`src/ttc_pkg.sv`:
```
// Purpose: Shared constants and types of the thermal throttle control block.
// Assumes: 100 MHz core clock, APB register access with 32-bit data.
// Notes:   Register offsets are byte addresses of aligned words.
package ttc_pkg;
  // Clock
  localparam int          CLOCK_PERIOD_NS  = 10;
  // Register byte offsets
  localparam logic [7:0]  ADDR_THROTTLE    = 8'h00;
  localparam logic [7:0]  ADDR_AUTO        = 8'h04;
  localparam logic [7:0]  ADDR_OP_REQUEST  = 8'h08;
  localparam logic [7:0]  ADDR_OP_THERMAL  = 8'h0C;
  localparam logic [7:0]  ADDR_STATUS      = 8'h10;
  localparam logic [7:0]  ADDR_EVENTS      = 8'h14;
  localparam logic [7:0]  ADDR_DIODE       = 8'h18;
  localparam logic [7:0]  ADDR_IDEALITY    = 8'h1C;
  // Throttle control fields
  localparam int          THR_DEMAND_BIT   = 4;
  localparam int          THR_DUTY_LSB     = 1;
  localparam int          THR_DUTY_MSB     = 3;
  // Auto control fields
  localparam int          AUTO_CLK_BIT     = 0;
  localparam int          AUTO_OP_BIT      = 1;
  localparam int          AUTO_IRQ_ON_BIT  = 2;
  localparam int          AUTO_IRQ_OFF_BIT = 3;
  // Event flag fields
  localparam int          EVT_ON_BIT       = 0;
  localparam int          EVT_OFF_BIT      = 1;
  // Values after reset
  localparam logic [4:0]  THROTTLE_RESET   = 5'h00;
  localparam logic [3:0]  AUTO_RESET       = 4'h3;
  localparam logic [7:0]  OP_REQUEST_RESET = 8'h0C;
  localparam logic [7:0]  OP_THERMAL_RESET = 8'h06;
  // Modulation
  localparam logic [2:0]  AUTO_DUTY        = 3'h4;
  localparam logic [15:0] SLOT_BASE        = 16'h0400;
  localparam logic [15:0] SLOT_STEP        = 16'h0010;
  // Reference ideality 1.01 in hundredths
  localparam logic [15:0] REF_IDEALITY     = 16'h0065;
  // Trip release dwell
  localparam int          HYST_TIME_US     = 10;
  localparam int          HYST_CYCLES      =
    (HYST_TIME_US * 1000 + CLOCK_PERIOD_NS - 1) / CLOCK_PERIOD_NS;
  // Dwell before clock modulation joins an operating point throttle
  localparam int          ESCALATE_TIME_US = 200;
  localparam int          ESCALATE_CYCLES  =
    (ESCALATE_TIME_US * 1000 + CLOCK_PERIOD_NS - 1) / CLOCK_PERIOD_NS;

  typedef enum logic [2:0] {
    TTC_IDLE,
    TTC_DEMAND,
    TTC_AUTO_MOD,
    TTC_AUTO_OP,
    TTC_AUTO_BOTH
  } ttc_state_t;
endpackage : ttc_pkg

```
`src/ttc_thermal_throttle_control.sv`:
```
// Purpose: Thermal throttle control: clock modulation and operating point lowering.
// Assumes: hot_sense is an asynchronous trip level from the die sensor.
// Notes:   Registers over APB, zero wait states, one-cycle access phase.
// Notes on behaviour
// - Trip threshold is fixed, not software set
// - Snoop continues; interrupts latched, delivered clocks-on
// - Automatic and on-demand modes; automatic wins
// - Automatic engages only at maximum temperature
// - Operating point variant requests lower point
// - After throttle, return to last requested point
// - Both variants: operating point lowering first
// - Still hot: clock modulation joins in
// - Higher load request deferred until throttle ends
// - Lower load request applied at once
// - Automatic modulation gates clocks half on
// - Modulation period shortens with core ratio
// - Cooled: automatic modulation stops, circuit deactivates unless on-demand is set
// - Hysteresis on trip release
// - Automatic duty is fixed, not writable
// - On-demand bit engages circuit at once
// - On-demand duty from bits three to one
// - Duty from one to seven eighths
// - On-demand accepted with automatic enabled
// - Readable factory diode offset register
// - Readable reference ideality used for offset
// - Automatic governs when hot and both requested
// - Active low hot indication on trip
// - Event on hot assert or deassert edge
module ttc_thermal_throttle_control #(
  parameter int         ESCALATE_CYCLES = ttc_pkg::ESCALATE_CYCLES,
  parameter logic [7:0] DIODE_OFFSET    = 8'h00  // Value is arbitrary
) (
  // Clock and reset
  input  wire logic        clock,
  input  wire logic        reset,
  // APB slave
  input  wire logic        psel,
  input  wire logic        penable,
  input  wire logic        pwrite,
  input  wire logic [7:0]  paddr,
  input  wire logic [31:0] pwdata,
  output logic      [31:0] prdata,
  output logic             pready,
  output logic             pslverr,
  // Die sensor trip level
  input  wire logic        hot_sense,
  // Core interrupt path
  input  wire logic        irq_in,
  input  wire logic        irq_ack,
  output logic             irq_out,
  // Core clock and operating point control
  output logic             clock_run,
  output logic             snoop_enable,
  output logic      [7:0]  op_target,
  output logic             op_change,
  // Thermal indications
  output logic             hot_indication_n,
  output logic             hot_event
);
  localparam int ESC_W = 24;

  ttc_pkg::ttc_state_t state;
  ttc_pkg::ttc_state_t next_state;

  logic [4:0]  throttle_control;
  logic [3:0]  auto_control;
  logic [7:0]  op_request;
  logic [7:0]  op_thermal;
  logic [1:0]  event_flags;
  logic        hot_meta;
  logic        hot_sync;
  logic        hot_engaged;
  logic [15:0] hyst_count;
  logic [ESC_W-1:0] esc_count;
  logic [15:0] slot_count;
  logic [2:0]  slot_idx;
  logic        irq_latched;
  logic        apb_setup;
  logic        apb_write;
  logic        clk_var;
  logic        op_var;
  logic        demand_en;
  logic [2:0]  demand_duty;
  logic        auto_hot;
  logic        op_throttle;
  logic        modulating;
  logic [2:0]  duty;
  logic [15:0] slot_len;
  logic        next_clock_run;
  logic [7:0]  next_op_target;
  logic        load_pending;
  logic        esc_done;
  logic [31:0] next_prdata;
  logic        next_pslverr;

  // Slot length falls linearly with the core ratio, never below one cycle
  function automatic logic [15:0] ttc_slot_len(input logic [7:0] ratio);
    logic [15:0] drop;
    drop = 16'(ratio) * ttc_pkg::SLOT_STEP;
    if (drop >= ttc_pkg::SLOT_BASE - 16'h0001)
      ttc_slot_len = 16'h0001;
    else
      ttc_slot_len = ttc_pkg::SLOT_BASE - drop;
  endfunction : ttc_slot_len

  assign clk_var     = auto_control[ttc_pkg::AUTO_CLK_BIT];
  assign op_var      = auto_control[ttc_pkg::AUTO_OP_BIT];
  assign demand_en   = throttle_control[ttc_pkg::THR_DEMAND_BIT];
  assign demand_duty = throttle_control[ttc_pkg::THR_DUTY_MSB:ttc_pkg::THR_DUTY_LSB];
  assign auto_hot    = hot_engaged && (clk_var || op_var);
  assign op_throttle = (state == ttc_pkg::TTC_AUTO_OP) || (state == ttc_pkg::TTC_AUTO_BOTH);
  assign esc_done    = esc_count == ESC_W'(ESCALATE_CYCLES - 1);

  // APB: setup captures read data, access phase completes at once
  assign apb_setup = psel && !penable;
  assign apb_write = psel && penable && pwrite;
  assign pready    = psel && penable;

  // Trip level passes two flip-flops; the threshold lives in the sensor
  always_ff @(posedge clock) begin
    if (reset) begin
      hot_meta <= 1'b0;
      hot_sync <= 1'b0;
    end else begin
      hot_meta <= hot_sense;
      hot_sync <= hot_meta;
    end
  end

  // Engage on trip, release only after the trip stays clear for a dwell
  always_ff @(posedge clock) begin
    if (reset) begin
      hot_engaged <= 1'b0;
      hyst_count  <= 16'h0000;
    end else if (hot_sync) begin
      hot_engaged <= 1'b1;
      hyst_count  <= 16'h0000;
    end else if (hot_engaged) begin
      if (hyst_count == 16'(ttc_pkg::HYST_CYCLES - 1)) begin
        hot_engaged <= 1'b0;
        hyst_count  <= 16'h0000;
      end else begin
        hyst_count <= hyst_count + 16'h0001;
      end
    end
  end

  // Time spent lowering the operating point while still hot
  always_ff @(posedge clock) begin
    if (reset)
      esc_count <= '0;
    else if (state != ttc_pkg::TTC_AUTO_OP)
      esc_count <= '0;
    else if (!esc_done)
      esc_count <= esc_count + ESC_W'(1);
  end

  always_comb begin
    next_state = ttc_pkg::TTC_IDLE;
    case (state)
      ttc_pkg::TTC_AUTO_OP: begin
        if (!auto_hot)
          next_state = demand_en ? ttc_pkg::TTC_DEMAND : ttc_pkg::TTC_IDLE;
        else if (!op_var)
          next_state = ttc_pkg::TTC_AUTO_MOD;
        else if (clk_var && esc_done)
          next_state = ttc_pkg::TTC_AUTO_BOTH;
        else
          next_state = ttc_pkg::TTC_AUTO_OP;
      end
      ttc_pkg::TTC_AUTO_BOTH: begin
        if (!auto_hot)
          next_state = demand_en ? ttc_pkg::TTC_DEMAND : ttc_pkg::TTC_IDLE;
        else if (!op_var)
          next_state = ttc_pkg::TTC_AUTO_MOD;
        else if (!clk_var)
          next_state = ttc_pkg::TTC_AUTO_OP;
        else
          next_state = ttc_pkg::TTC_AUTO_BOTH;
      end
      default: begin
        if (auto_hot && op_var)
          next_state = ttc_pkg::TTC_AUTO_OP;
        else if (auto_hot)
          next_state = ttc_pkg::TTC_AUTO_MOD;
        else if (demand_en)
          next_state = ttc_pkg::TTC_DEMAND;
        else
          next_state = ttc_pkg::TTC_IDLE;
      end
    endcase
  end

  always_ff @(posedge clock) begin
    if (reset)
      state <= ttc_pkg::TTC_IDLE;
    else
      state <= next_state;
  end

  // Modulation: eight slots per period, duty gives slots with clocks on
  assign modulating = (state == ttc_pkg::TTC_AUTO_MOD) || (state == ttc_pkg::TTC_AUTO_BOTH) ||
                      ((state == ttc_pkg::TTC_DEMAND) && (demand_duty != 3'h0));
  assign duty       = (state == ttc_pkg::TTC_DEMAND) ? demand_duty
                                                      : ttc_pkg::AUTO_DUTY;
  assign slot_len   = ttc_slot_len(op_target);

  always_ff @(posedge clock) begin
    if (reset || !modulating) begin
      slot_count <= 16'h0000;
      slot_idx   <= 3'h0;
    end else if (slot_count >= slot_len - 16'h0001) begin
      slot_count <= 16'h0000;
      slot_idx   <= slot_idx + 3'h1;
    end else begin
      slot_count <= slot_count + 16'h0001;
    end
  end

  assign next_clock_run = !modulating || (slot_idx < duty);

  always_ff @(posedge clock) begin
    if (reset)
      clock_run <= 1'b1;
    else
      clock_run <= next_clock_run;
  end

  // Operating point: thermal target caps the load request during a throttle
  assign load_pending   = op_throttle && (op_request > op_thermal);
  assign next_op_target = load_pending ? op_thermal
                                       : op_request;

  always_ff @(posedge clock) begin
    if (reset) begin
      op_target <= ttc_pkg::OP_REQUEST_RESET;
      op_change <= 1'b0;
    end else begin
      op_target <= next_op_target;
      op_change <= next_op_target != op_target;
    end
  end

  // Interrupts latched during clock-off slots, handed on while clocks run
  always_ff @(posedge clock) begin
    if (reset)
      irq_latched <= 1'b0;
    else if (irq_in)
      irq_latched <= 1'b1;
    else if (irq_ack && irq_out)
      irq_latched <= 1'b0;
  end

  assign irq_out = irq_latched && clock_run;

  always_ff @(posedge clock) begin
    if (reset)
      snoop_enable <= 1'b0;
    else
      snoop_enable <= 1'b1;
  end

  // Hot indication and edge events
  always_ff @(posedge clock) begin
    if (reset) begin
      hot_indication_n <= 1'b1;
      hot_event        <= 1'b0;
    end else begin
      hot_indication_n <= !hot_engaged;
      hot_event        <= (hot_engaged && hot_indication_n &&
                           auto_control[ttc_pkg::AUTO_IRQ_ON_BIT]) ||
                          (!hot_engaged && !hot_indication_n &&
                           auto_control[ttc_pkg::AUTO_IRQ_OFF_BIT]);
    end
  end

  // Writable registers
  always_ff @(posedge clock) begin
    if (reset) begin
      throttle_control <= ttc_pkg::THROTTLE_RESET;
      auto_control     <= ttc_pkg::AUTO_RESET;
      op_request       <= ttc_pkg::OP_REQUEST_RESET;
      op_thermal       <= ttc_pkg::OP_THERMAL_RESET;
    end else if (apb_write) begin
      case (paddr)
        ttc_pkg::ADDR_THROTTLE:   throttle_control <= {pwdata[4:1], 1'b0};
        ttc_pkg::ADDR_AUTO:       auto_control     <= pwdata[3:0];
        ttc_pkg::ADDR_OP_REQUEST: op_request       <= pwdata[7:0];
        ttc_pkg::ADDR_OP_THERMAL: op_thermal       <= pwdata[7:0];
        default: ;
      endcase
    end
  end

  // Edge flags: write one to clear, a new edge wins over the clear
  always_ff @(posedge clock) begin
    if (reset) begin
      event_flags <= 2'h0;
    end else begin
      if (hot_engaged && hot_indication_n && auto_control[ttc_pkg::AUTO_IRQ_ON_BIT])
        event_flags[ttc_pkg::EVT_ON_BIT] <= 1'b1;
      else if (apb_write && paddr == ttc_pkg::ADDR_EVENTS && pwdata[ttc_pkg::EVT_ON_BIT])
        event_flags[ttc_pkg::EVT_ON_BIT] <= 1'b0;
      if (!hot_engaged && !hot_indication_n && auto_control[ttc_pkg::AUTO_IRQ_OFF_BIT])
        event_flags[ttc_pkg::EVT_OFF_BIT] <= 1'b1;
      else if (apb_write && paddr == ttc_pkg::ADDR_EVENTS && pwdata[ttc_pkg::EVT_OFF_BIT])
        event_flags[ttc_pkg::EVT_OFF_BIT] <= 1'b0;
    end
  end

  // Read data prepared in the setup cycle
  always_comb begin
    next_prdata  = 32'h0000_0000;
    next_pslverr = 1'b0;
    case (paddr)
      ttc_pkg::ADDR_THROTTLE:   next_prdata = {27'h0, throttle_control};
      ttc_pkg::ADDR_AUTO:       next_prdata = {28'h0, auto_control};
      ttc_pkg::ADDR_OP_REQUEST: next_prdata = {24'h0, op_request};
      ttc_pkg::ADDR_OP_THERMAL: next_prdata = {24'h0, op_thermal};
      ttc_pkg::ADDR_STATUS:     next_prdata = {16'h0, op_target, 2'h0, clock_run,
                                               load_pending, modulating, op_throttle,
                                               state != ttc_pkg::TTC_IDLE, hot_engaged};
      ttc_pkg::ADDR_EVENTS:     next_prdata = {30'h0, event_flags};
      ttc_pkg::ADDR_DIODE:      next_prdata = {24'h0, DIODE_OFFSET};
      ttc_pkg::ADDR_IDEALITY:   next_prdata = {16'h0, ttc_pkg::REF_IDEALITY};
      default:                  next_pslverr = 1'b1;
    endcase
  end

  always_ff @(posedge clock) begin
    if (reset) begin
      prdata  <= 32'h0000_0000;
      pslverr <= 1'b0;
    end else if (apb_setup) begin
      prdata  <= pwrite ? 32'h0000_0000 : next_prdata;
      pslverr <= next_pslverr;
    end
  end
endmodule : ttc_thermal_throttle_control

```
`config.mk`:
```
export PLATFORM = sky130hd
export DESIGN_NAME = ttc_thermal_throttle_control
export DESIGN_NICKNAME = d
export VERILOG_FILES = /design/src/ttc_pkg.sv /design/src/ttc_thermal_throttle_control.sv
export SDC_FILE = /design/constraint.sdc
export NUM_CORES = 1
export LEC_CHECK = 0
export BUFFER_PORTS_ARGS = -buffer_cell sky130_fd_sc_hd__buf_2
export CORE_ASPECT_RATIO = 1.25
export CORE_MARGIN = 8
export CORE_UTILIZATION = 30
export CTS_CLUSTER_SIZE = 28
export DETAILED_ROUTE_END_ITERATION = 12
export HOLD_SLACK_MARGIN = 0.08
export SLEW_MARGIN = 20
export SYNTH_ARGS = -nofsm -noshare
export SYNTH_HDL_FRONTEND = slang
export SYNTH_SLANG_ARGS = --single-unit
```
`constraint.sdc`:
```
create_clock -name clock -period 4.55 [get_ports clock]
set_input_delay 0.91 -clock clock [delete_from_list [all_inputs] [get_ports clock]]
set_output_delay 0.91 -clock clock [all_outputs]
set_load 0.02 [all_outputs]
```
==> flow_summary_export.csv, run 1 <==
group,metric,value,unit
logic_synthesis,synth-seq-area-share,36.9,%
die,placement_rows,60,
die,design.portCount,96,
detailed_routing,drc_violation_count_after_routing,0,
clock_network,tritoncts_clock_tree,"yes",
clock_network,cts-buffers-inserted,17,
detailed_routing,drt_iter0_drc,279,
logic_synthesis,async_flop_share,0,%
setup_path,critical_path.startpoint_type,"flip-flop",
global_route,top_usage_layer,"met2",
finish,final_common_cell,"sky130_fd_sc_hd__dfxtp_1",
clock_network,postCtsSetupBuffers,0,
clock_network,clk_latency,420,ps
sta,normalized_max_slew_margin,43.7,%
finish,most_frequent_cells_in_the_layout,"sky130_fd_sc_hd__dfxtp_1 (122), sky130_fd_sc_hd__nor2_1 (105), sky130_fd_sc_hd__nand2_1 (56)",
setup_path,r2r_cells,13,
detailed_routing,route.final.wire_length,16.9,mm
logic_synthesis,synth_top_cell_area_share,36.9,%
sta,finClkSkew,15.7,ps
logic_synthesis,synth_cell_types,67,
setup_path,crit_type,"flip-flop to flip-flop",
power,cellLeakagePower,3.04,nW
setup_path,crit_path_capture_type,"flip-flop",
logic_synthesis,synth-edff-count,0,
clock_network,cts.clk_slew.worst_paths,70,ps
logic_synthesis,syn-cell-area,0.00661,mm2
global_route,grt_start_max_net_pins,40,
outcome,status,"complete, no violations",
sta,count_of_final_max_slew_check_failures,0,
detailed_routing,detail_route.vias_per_cell,5.03,
die,design.core.area,0.0216,mm2
logic_synthesis,synth_top_flop_cell,"sky130_fd_sc_hd__dfxtp_1",
global_route,global_route.usage.met2,21.9,%
sta,worstMarginPinSlew,837,ps
finish,multi_input_comb_area,0.00388,mm2
power,power_density,330,mW/mm2
detailed_routing,routed_wire_length_per_instance,15.3,um
global_route,grt_use_total,12.9,%
logic_synthesis,synth_top_cell_by_area,"sky130_fd_sc_hd__dfxtp_1",
detailed_routing,drt_pre_antenna_iters,4,
place,gp_congestion,0.808,
place,post-dp-hpwl,12.3,mm
die,floorplan.initialDensity,30.6,%
setup_path,cp_data_arrival_time,3980,ps
min_path,timing.hold.worst_path_depth,2,
die,die_w,149,um
setup_path,worst-path-max-fanout,15,
global_route,use_met1,15.2,%
sta,rsz_0062_raised_after_global_routing,"no",
finish,area_delta_synth_final,15.8,%
sta,timing.fmax,276,MHz
clock_network,cts_hold_buf,0,
place,port-buffer-count,55,
setup_path,path_cells,"inv_1 > ha_1 > nand2b_1 > a21boi_0 > o21ai_1 > nor4_4 > nand2b_1 > ha_1 > a2111o_1 > o21ai_0 > o2111ai_1 > buf_4 > nor2_1",
logic_synthesis,synth-warning-count,0,
global_route,first_pass_grt_wire_length,28.2,mm
setup_path,timing.critical_path.required,4900,ps
min_path,timing.hold.worst.class,"flip-flop to flip-flop",
global_route,grt.met3_usage,3.16,%
clock_network,max-clock-path-buffers,2,
global_route,grt_antenna_before_repair,4,
place,place_worst_setup_slack,961,ps
setup_path,cp_slowest_stage_delay,510,ps
sta,setup_viol,0,
logic_synthesis,synth_area_leaders,"sky130_fd_sc_hd__dfxtp_1 (37%), sky130_fd_sc_hd__nor2_1 (6.0%), sky130_fd_sc_hd__ha_1 (5.9%)",
sta,final.period_utilization,79.7,%
sta,postLayoutSetupSlackWorst,926,ps
clock_network,number_of_h_tree_branching_levels,4,
finish,fill_cells,2271,
logic_synthesis,synthCells,768,
sta,period_minus_slack,3620,ps
finish,final_net_count,887,
finish,drive_above_1_share,13.2,%
logic_synthesis,synth-seq-cells,122,
sta,finalHoldViolCount,0,
global_route,first_global_vias,5381,
die,design.die.area,0.0271,mm2
power,vdd_ir_drop_max,269,uV
clock_network,clock_sink_count,122,
detailed_routing,routed-via-count,5536,
detailed_routing,drt.antenna.violating_nets,0,
clock_network,post_cts.resized_instances,0,
global_route,grt_remaining_overflow,0,
sta,fin_tns_setup,0,ps
flow_run,drv.max_cap_violation_count,0,
logic_synthesis,mean_post_synth_cell_area,8.61,um2
die,chipHeight,182,um
finish,sequential_cell_area,0.00244,mm2
clock_network,cts_root_buffer,"sky130_fd_sc_hd__clkbuf_16",
setup_path,worst_path_max_delay_cell,"sky130_fd_sc_hd__dfxtp_1",
## power breakdown
| part | switching [mW] | internal, mW | total (mW) |
|---|---|---|---|
| Combinational | 0.0685 | 0.0283 | 0.0968 |
| Sequential | 0.00385 | 1.07 | 1.08 |
| Clock | 0.535 | 0.815 | 1.35 |
| Total | 0.607 | 1.92 | 2.52 |
## kinds of logic after synthesis
family / synth area share, %
simple gates: 24.3
compound gates: 13.2
flops: 36.9
buf+inv: 5.13
xor+xnor: 8.74
mux: 5.74
fa+ha+maj: 5.87
other cells: 0.0567
## Yosys cell counts (8+ instances only)
| master | n |
|---|---|
| sky130_fd_sc_hd__clkbuf_1 | 35 |
| sky130_fd_sc_hd__a22oi_1 | 13 |
| sky130_fd_sc_hd__xnor2_1 | 37 |
| sky130_fd_sc_hd__nand4_1 | 21 |
| sky130_fd_sc_hd__ha_1 | 31 |
| sky130_fd_sc_hd__mux2i_1 | 30 |
| sky130_fd_sc_hd__inv_1 | 20 |
| sky130_fd_sc_hd__buf_4 | 16 |
| sky130_fd_sc_hd__o21ai_0 | 21 |
| sky130_fd_sc_hd__a21oi_1 | 29 |
| sky130_fd_sc_hd__nand3_1 | 29 |
| sky130_fd_sc_hd__xor2_1 | 29 |
| sky130_fd_sc_hd__nor2b_1 | 13 |
| sky130_fd_sc_hd__nor2_1 | 105 |
| sky130_fd_sc_hd__and3_1 | 11 |
| sky130_fd_sc_hd__a211oi_1 | 8 |
| sky130_fd_sc_hd__nor4_1 | 20 |
| sky130_fd_sc_hd__nand2b_1 | 10 |
| sky130_fd_sc_hd__nand2_1 | 56 |
| sky130_fd_sc_hd__dfxtp_1 | 122 |
## critical path: cells and delay by family, from the launching register on
family,cells,cell delay [ps]
AOI/OAI and AO/OA,5,1200
DFF,1,510
and+or+nand+nor,4,850
buffers and inverters,2,350
adders and majority gates,2,620
## final timing paths
check                     from              to  slack (ps)
hold / removal       prdata[3]       prdata[3]         450
setup / recovery  op_target[0]  slot_count[14]         930
setup reg to reg  op_target[0]  slot_count[14]         930
hold reg to reg      prdata[3]       prdata[3]         450
## sequential cells by signal (all words and copies together) (netlist names), 2 cells and up
signal and count:
state 3, op_request 8, hyst_count 16, throttle_control 4, auto_control 4, prdata 16
slot_count 16, op_target 8, op_thermal 8, slot_idx 3, event_flags 2, esc_count 24
## per-stage QoR
stage | area (um2) | cells | power (mW) | hold WS [ps] | util, %
floorplan | 6670 | 783 | 1.18 | 414 | -
global placement | 7060 | 1068 | 1.20 | 423 | 32.7
detailed placement | 7060 | 1068 | 1.20 | 436 | 32.7
CTS | 7650 | 1100 | 2.56 | 454 | 35.4
global route | 7660 | 1101 | 2.62 | 471 | 35.4
finish | 7660 | 1101 | 2.52 | 451 | 35.4
## metal layers
metal | routed length [um] | vias to the layer above
li1 | - | 2798
met1 | 7430 | 2584
met5 | 35 | -
met4 | 377 | 6
met2 | 8240 | 113
met3 | 810 | 35
## layout make-up
cell class | instances | area share, %
clock inverters | 15 | 2.14
clock buffers | 17 | 5.56
multi-input cells | 587 | 50.7
diodes | 1 | 0.0327
well taps | 279 | 4.56
repair buffers | 60 | 4.09
flip-flops and latches | 122 | 31.9
inverters | 20 | 0.981
Power figures use the tool's default switching activity.
==> inputs of run 2 (changes only) <==
==> constraint.sdc (replaced) <==
create_clock -name clock -period 3.2 [get_ports clock]
set_input_delay 0.64 -clock clock [delete_from_list [all_inputs] [get_ports clock]]
set_output_delay 0.64 -clock clock [all_outputs]
set_load 0.02 [all_outputs]
==> flow_summary_export.csv, run 2 (synthesized netlist as in run 1, its figures left out) <==
group,metric,value,unit
global_route,grt.met3_usage,3.36,%
sta,finClkSkew,8.14,ps
power,cellLeakagePower,3.16,nW
detailed_routing,drt_iter0_drc,233,
global_route,grt_use_total,13.1,%
sta,rsz_0062_raised_after_global_routing,"yes",
finish,regMostFlops,"esc_count",
detailed_routing,drc_violation_count_after_routing,0,
global_route,first_pass_grt_wire_length,28.5,mm
die,design.core.area,0.0216,mm2
power,power_density,467,mW/mm2
sta,setup_viol,0,
clock_network,max-clock-path-buffers,2,
sta,normalized_max_slew_margin,50.3,%
global_route,grt_remaining_overflow,0,
finish,fill_cells,2236,
detailed_routing,detail_route.vias_per_cell,5.10,
setup_path,timing.critical_path.required,3560,ps
setup_path,cp_data_arrival_time,3500,ps
sta,final.period_utilization,98.3,%
die,die_w,149,um
place,post-dp-hpwl,12.5,mm
clock_network,number_of_h_tree_branching_levels,4,
detailed_routing,routed-via-count,5715,
sta,count_of_final_max_slew_check_failures,0,
clock_network,tritoncts_clock_tree,"yes",
outcome,status,"complete, no violations",
sta,postLayoutSetupSlackWorst,54.1,ps
detailed_routing,route.final.wire_length,17.4,mm
detailed_routing,drt.antenna.violating_nets,0,
finish,final_common_cell,"sky130_fd_sc_hd__dfxtp_1",
place,gp_congestion,0.844,
global_route,grt_antenna_before_repair,2,
flow_run,drv.max_cap_violation_count,0,
die,chipHeight,182,um
setup_path,crit_type,"flip-flop to flip-flop",
sta,finalHoldViolCount,0,
clock_network,cts.clk_slew.worst_paths,60,ps
global_route,global_route.usage.met2,22.2,%
finish,antenna_cells,0,
clock_network,cts-buffers-inserted,17,
setup_path,crit_path_capture_type,"flip-flop",
detailed_routing,routed_wire_length_per_instance,15.5,um
finish,fin_util,37.0,%
finish,area_delta_synth_final,21.0,%
sta,period_minus_slack,3150,ps
setup_path,path_buf_inv,5,
global_route,use_met1,15.3,%
finish,drive_above_1_share,18.3,%
setup_path,critical_path.startpoint_type,"flip-flop",
detailed_routing,drt_pre_antenna_iters,7,
sta,timing.fmax,318,MHz
clock_network,cts_root_buffer,"sky130_fd_sc_hd__clkbuf_16",
die,placement_rows,60,
finish,max_ffs_per_register,24,
setup_path,cp_slowest_stage_delay,410,ps
global_route,top_usage_layer,"met2",
finish,most_frequent_cells_in_the_layout,"sky130_fd_sc_hd__dfxtp_1 (120), sky130_fd_sc_hd__nor2_1 (102), sky130_fd_sc_hd__nand2_1 (56), sky130_fd_sc_hd__buf_2 (56), sky130_fd_sc_hd__xnor2_1 (35)",
place,port-buffer-count,55,
clock_network,clock_sink_count,122,
sta,worstMarginPinSlew,743,ps
setup_path,worst_path_max_delay_cell,"sky130_fd_sc_hd__or3b_4",
setup_path,worst-path-max-fanout,8,
place,place_worst_setup_slack,65.4,ps
setup_path,cpLargestDelayFamily,"simple AND/OR/NAND/NOR gates",
finish,final_net_count,908,
clock_network,clk_latency,420,ps
global_route,grt_start_max_net_pins,29,
setup_path,path_cells,"inv_2 > ha_4 > or3b_4 > nor2_4 > o21ai_4 > nor4_4 > buf_6 > nand2b_4 > ha_1 > buf_4 > o21a_1 > o21a_1 > o21ai_2 > o2111ai_2 > buf_4 > buf_6 > nor2_1",
global_route,first_global_vias,5542,
power,vdd_ir_drop_max,366,uV
sta,fin_tns_setup,0,ps
die,floorplan.initialDensity,30.6,%
die,design.portCount,96,
min_path,timing.hold.worst.class,"input pin to flip-flop",
die,design.die.area,0.0271,mm2
power,power,3.74,mW
==> run 2: changes by cell type in the layout (fill, tap and decap cells not counted), moves of 3 or more <==
| cell | before | now |
|---|---|---|
| sky130_fd_sc_hd__buf_4 | 5 | 23 |
| sky130_fd_sc_hd__inv_6 | 5 | 1 |
| sky130_fd_sc_hd__ha_4 | 0 | 3 |
| sky130_fd_sc_hd__ha_1 | 31 | 26 |
| sky130_fd_sc_hd__nand2b_4 | 0 | 4 |
| sky130_fd_sc_hd__nand2b_1 | 10 | 6 |
| sky130_fd_sc_hd__nor2_1 | 105 | 102 |
==> run 2: cell type report <==
class	instances	area (um2)	area share (%)
multi-input combinational	587	4020	50.3
sequential	122	2440	30.6
timing repair buffer	81	475	5.94
clock buffer	18	439	5.49
tap	279	349	4.36
clock inverter	14	195	2.44
inverter	20	75.1	0.938
==> run 2: per-stage QoR <==
step / hold WS, ps / instances / cell area (um2)
floorplan: 414 / 783 / 6730
global placement: 447 / 1081 / 7200
detailed placement: 451 / 1081 / 7200
CTS: 408 / 1113 / 7830
global route: 425 / 1121 / 8000
finish: 417 / 1121 / 8000
==> run 2: routing by layer <==
metal / vias up / routed length [um] / share of wire [%]
li1: 2841 / - / -
met1: 2729 / 7590 / 44
met2: 114 / 8520 / 49
met3: 27 / 822 / 4.7
met4: 4 / 420 / 2.4
met5: - / 23 / 0.13
==> run 2: power by group <==
part	total [mW]	internal (mW)	switching [mW]
logic	0.140	0.0421	0.0983
registers	1.53	1.53	0.00753
clock network	2.06	1.32	0.739
==> run 2: timing repair <==
item,in CTS,in global routing
endpoints found under the setup margin,0,19
resized for setup,0,20
buffers inserted,0,7
hold buffers,0,0
==> run 2: final timing paths <==
path                  start        endpoint  slack [ps]  cells past startpoint
min reg2reg  event_flags[1]  event_flags[1]         460                      2
min                  irq_in     irq_latched         420                      3
max            op_target[0]  slot_count[12]          50                     17
max reg2reg    op_target[0]  slot_count[12]          50                     17
==> run 2: tightest hold or removal path, stage by stage <==
cell                      delay (ps)
sky130_fd_sc_hd__buf_2            70
sky130_fd_sc_hd__a21oi_1          30
sky130_fd_sc_hd__nor2_1           60
==> inputs of run 3 (changes only) <==
--- a/config.mk
+++ b/config.mk
@@ -8,10 +8,11 @@
 export BUFFER_PORTS_ARGS = -buffer_cell sky130_fd_sc_hd__buf_2
 export CORE_ASPECT_RATIO = 1.25
 export CORE_MARGIN = 8
-export CORE_UTILIZATION = 30
+export CORE_UTILIZATION = 45
 export CTS_CLUSTER_SIZE = 28
 export DETAILED_ROUTE_END_ITERATION = 12
 export HOLD_SLACK_MARGIN = 0.08
+export PLACE_DENSITY = 0.68
 export SLEW_MARGIN = 20
 export SYNTH_ARGS = -nofsm -noshare
 export SYNTH_HDL_FRONTEND = slang
==> flow_summary_export.csv, run 3 (synthesized netlist as in run 1, its figures left out) <==
group,metric,value,unit
min_path,worstHoldStart,"irq_in",
setup_path,timing.critical_path.required,3550,ps
global_route,grt_remaining_overflow,0,
die,die_w,124,um
setup_path,cp_slowest_stage_delay,410,ps
global_route,first_global_vias,5386,
place,placed_cells_incl_taps,977,
finish,regMostFlops,"esc_count",
sta,worstMarginPinSlew,792,ps
detailed_routing,route.final.wire_length,16.1,mm
global_route,grt_start_max_net_pins,52,
finish,fin_util,53.7,%
finish,final_net_count,903,
detailed_routing,drt_iter0_drc,329,
sta,finalHoldViolCount,0,
finish,fill_cells,1346,
detailed_routing,routed_wire_length_per_instance,15.9,um
sta,rsz_0062_raised_after_global_routing,"yes",
clock_network,clock_sink_count,122,
clock_network,clk_latency,420,ps
detailed_routing,drt_pre_antenna_iters,4,
clock_network,tritoncts_clock_tree,"yes",
sta,normalized_max_slew_margin,47.1,%
sta,count_of_final_max_slew_check_failures,0,
setup_path,worst_path_max_delay_cell,"sky130_fd_sc_hd__or3b_4",
clock_network,cts_hold_buf,0,
clock_network,number_of_h_tree_branching_levels,4,
power,power_density,462,mW/mm2
min_path,timing.hold.worst.class,"input pin to flip-flop",
min_path,hold_path_end,"irq_latched",
detailed_routing,detail_route.vias_per_cell,5.54,
setup_path,reg2reg_from,"op_target[0]",
detailed_routing,routed-via-count,5615,
finish,final_common_cell,"sky130_fd_sc_hd__dfxtp_1",
die,floorplan.initialDensity,45.9,%
sta,finClkSkew,8.84,ps
finish,fin_cells,1014,
setup_path,crit_type,"flip-flop to flip-flop",
die,placement_rows,49,
finish,antenna_cells,0,
sta,period_minus_slack,3080,ps
die,chipHeight,152,um
setup_path,r2r_cells,14,
setup_path,critical_path.startpoint_type,"flip-flop",
die,design.die.area,0.0188,mm2
die,design.core.area,0.0144,mm2
setup_path,path_cells,"inv_2 > ha_4 > or3b_4 > nor2_4 > o21ai_4 > nor4_4 > buf_6 > nand2b_1 > ha_4 > a2111o_1 > o21ai_2 > o2111ai_2 > buf_4 > nor2_1",
clock_network,cts.clk_slew.worst_paths,60,ps
global_route,first_pass_grt_wire_length,26.5,mm
sta,setup_viol,0,
clock_network,cts_root_buffer,"sky130_fd_sc_hd__clkbuf_16",
place,port-buffer-count,55,
setup_path,worst-path-max-fanout,7,
die,design.portCount,96,
power,power,3.57,mW
min_path,timing.hold.worst_path_depth,3,
power,cellLeakagePower,3.14,nW
place,place_worst_setup_slack,-1.12,ps
power,vdd_ir_drop_max,252,uV
finish,most_frequent_cells_in_the_layout,"sky130_fd_sc_hd__dfxtp_1 (120), sky130_fd_sc_hd__nor2_1 (103), sky130_fd_sc_hd__nand2_1 (56)",
finish,area_delta_synth_final,16.9,%
setup_path,cp_data_arrival_time,3430,ps
place,dpl_cell_area,0.00705,mm2
detailed_routing,drc_violation_count_after_routing,0,
global_route,grt_use_total,17.3,%
sta,postLayoutSetupSlackWorst,124,ps
setup_path,crit_path_capture_type,"flip-flop",
detailed_routing,drt.antenna.violating_nets,0,
sta,timing.fmax,325,MHz
outcome,status,"complete, no violations",
flow_run,drv.max_cap_violation_count,0,
place,post-dp-hpwl,11.5,mm
finish,max_ffs_per_register,24,
setup_path,r2r_setup_slack,120,ps
setup_path,cp_common_cell,"sky130_fd_sc_hd__ha_4",
global_route,grt_antenna_before_repair,1,
sta,final.period_utilization,96.1,%
clock_network,cts-buffers-inserted,17,
setup_path,critical_path.reg2reg.endpoint,"slot_count[7]",
finish,postLayoutCellArea,0.00773,mm2
place,gp_congestion,0.818,
clock_network,max-clock-path-buffers,2,
finish,drive_above_1_share,16.3,%
run 3: final cells by class:
cell class,count,area (um2),area share [%]
Multi-Input combinational cell,587,3960,51.2
Clock buffer,24,502,6.49
Clock inverter,7,88.8,1.15
Timing Repair Buffer,76,440,5.70
Sequential cell,122,2440,31.6
Inverter,20,75.1,0.971
Tap cell,178,223,2.88
run 3: critical path, delay by kind of cell (launching register included):
family	cells	cell delay [ps]
simple gates	5	1010
compound gates	4	820
buf+inv	3	470
fa+ha+maj	2	380
flops	1	320
run 3: metrics by stage:
stage	setup TNS [ps]	hold WS, ps
floorplan	0	414
global placement	0	424
detailed placement	-1.12	434
CTS	0	418
global route	-1290	436
finish	0	435
run 3: layer usage:
metal	part of all wire, %	wire, um	track usage (%)
met1	43	6940	19.1
met3	4.6	743	4.77
met2	50	8050	30.4
met4	2.1	331	8.15
met5	0.068	11	0
run 3: what timing repair did:
action,4_1_cts,5_1_grt
pin swaps,1,1
gates cloned,0,1
setup buffers,1,4
gates resized for setup,0,12
endpoints found under the setup margin,10,19
run 3: worst max path at each step:
| stage | from | end | slack, ps | cells after the start |
|---|---|---|---|---|
| after global placement | op_target[0] | slot_count[12] | 50 | 14 |
| after CTS | op_target[1] | slot_count[9] | 20 | 13 |
| final | op_target[0] | slot_count[7] | 120 | 14 |
| after floorplan | op_target[1] | slot_count[10] | 8 | 14 |
| after detailed placement | op_target[0] | slot_count[10] | -1 | 13 |
| after global routing | op_target[0] | slot_count[2] | -100 | 15 |
run 3: where the power goes:
group	switching, mW	internal [mW]
clock	0.665	1.24
sequential	0.00636	1.53
combinational	0.0940	0.0411
total	0.766	2.81
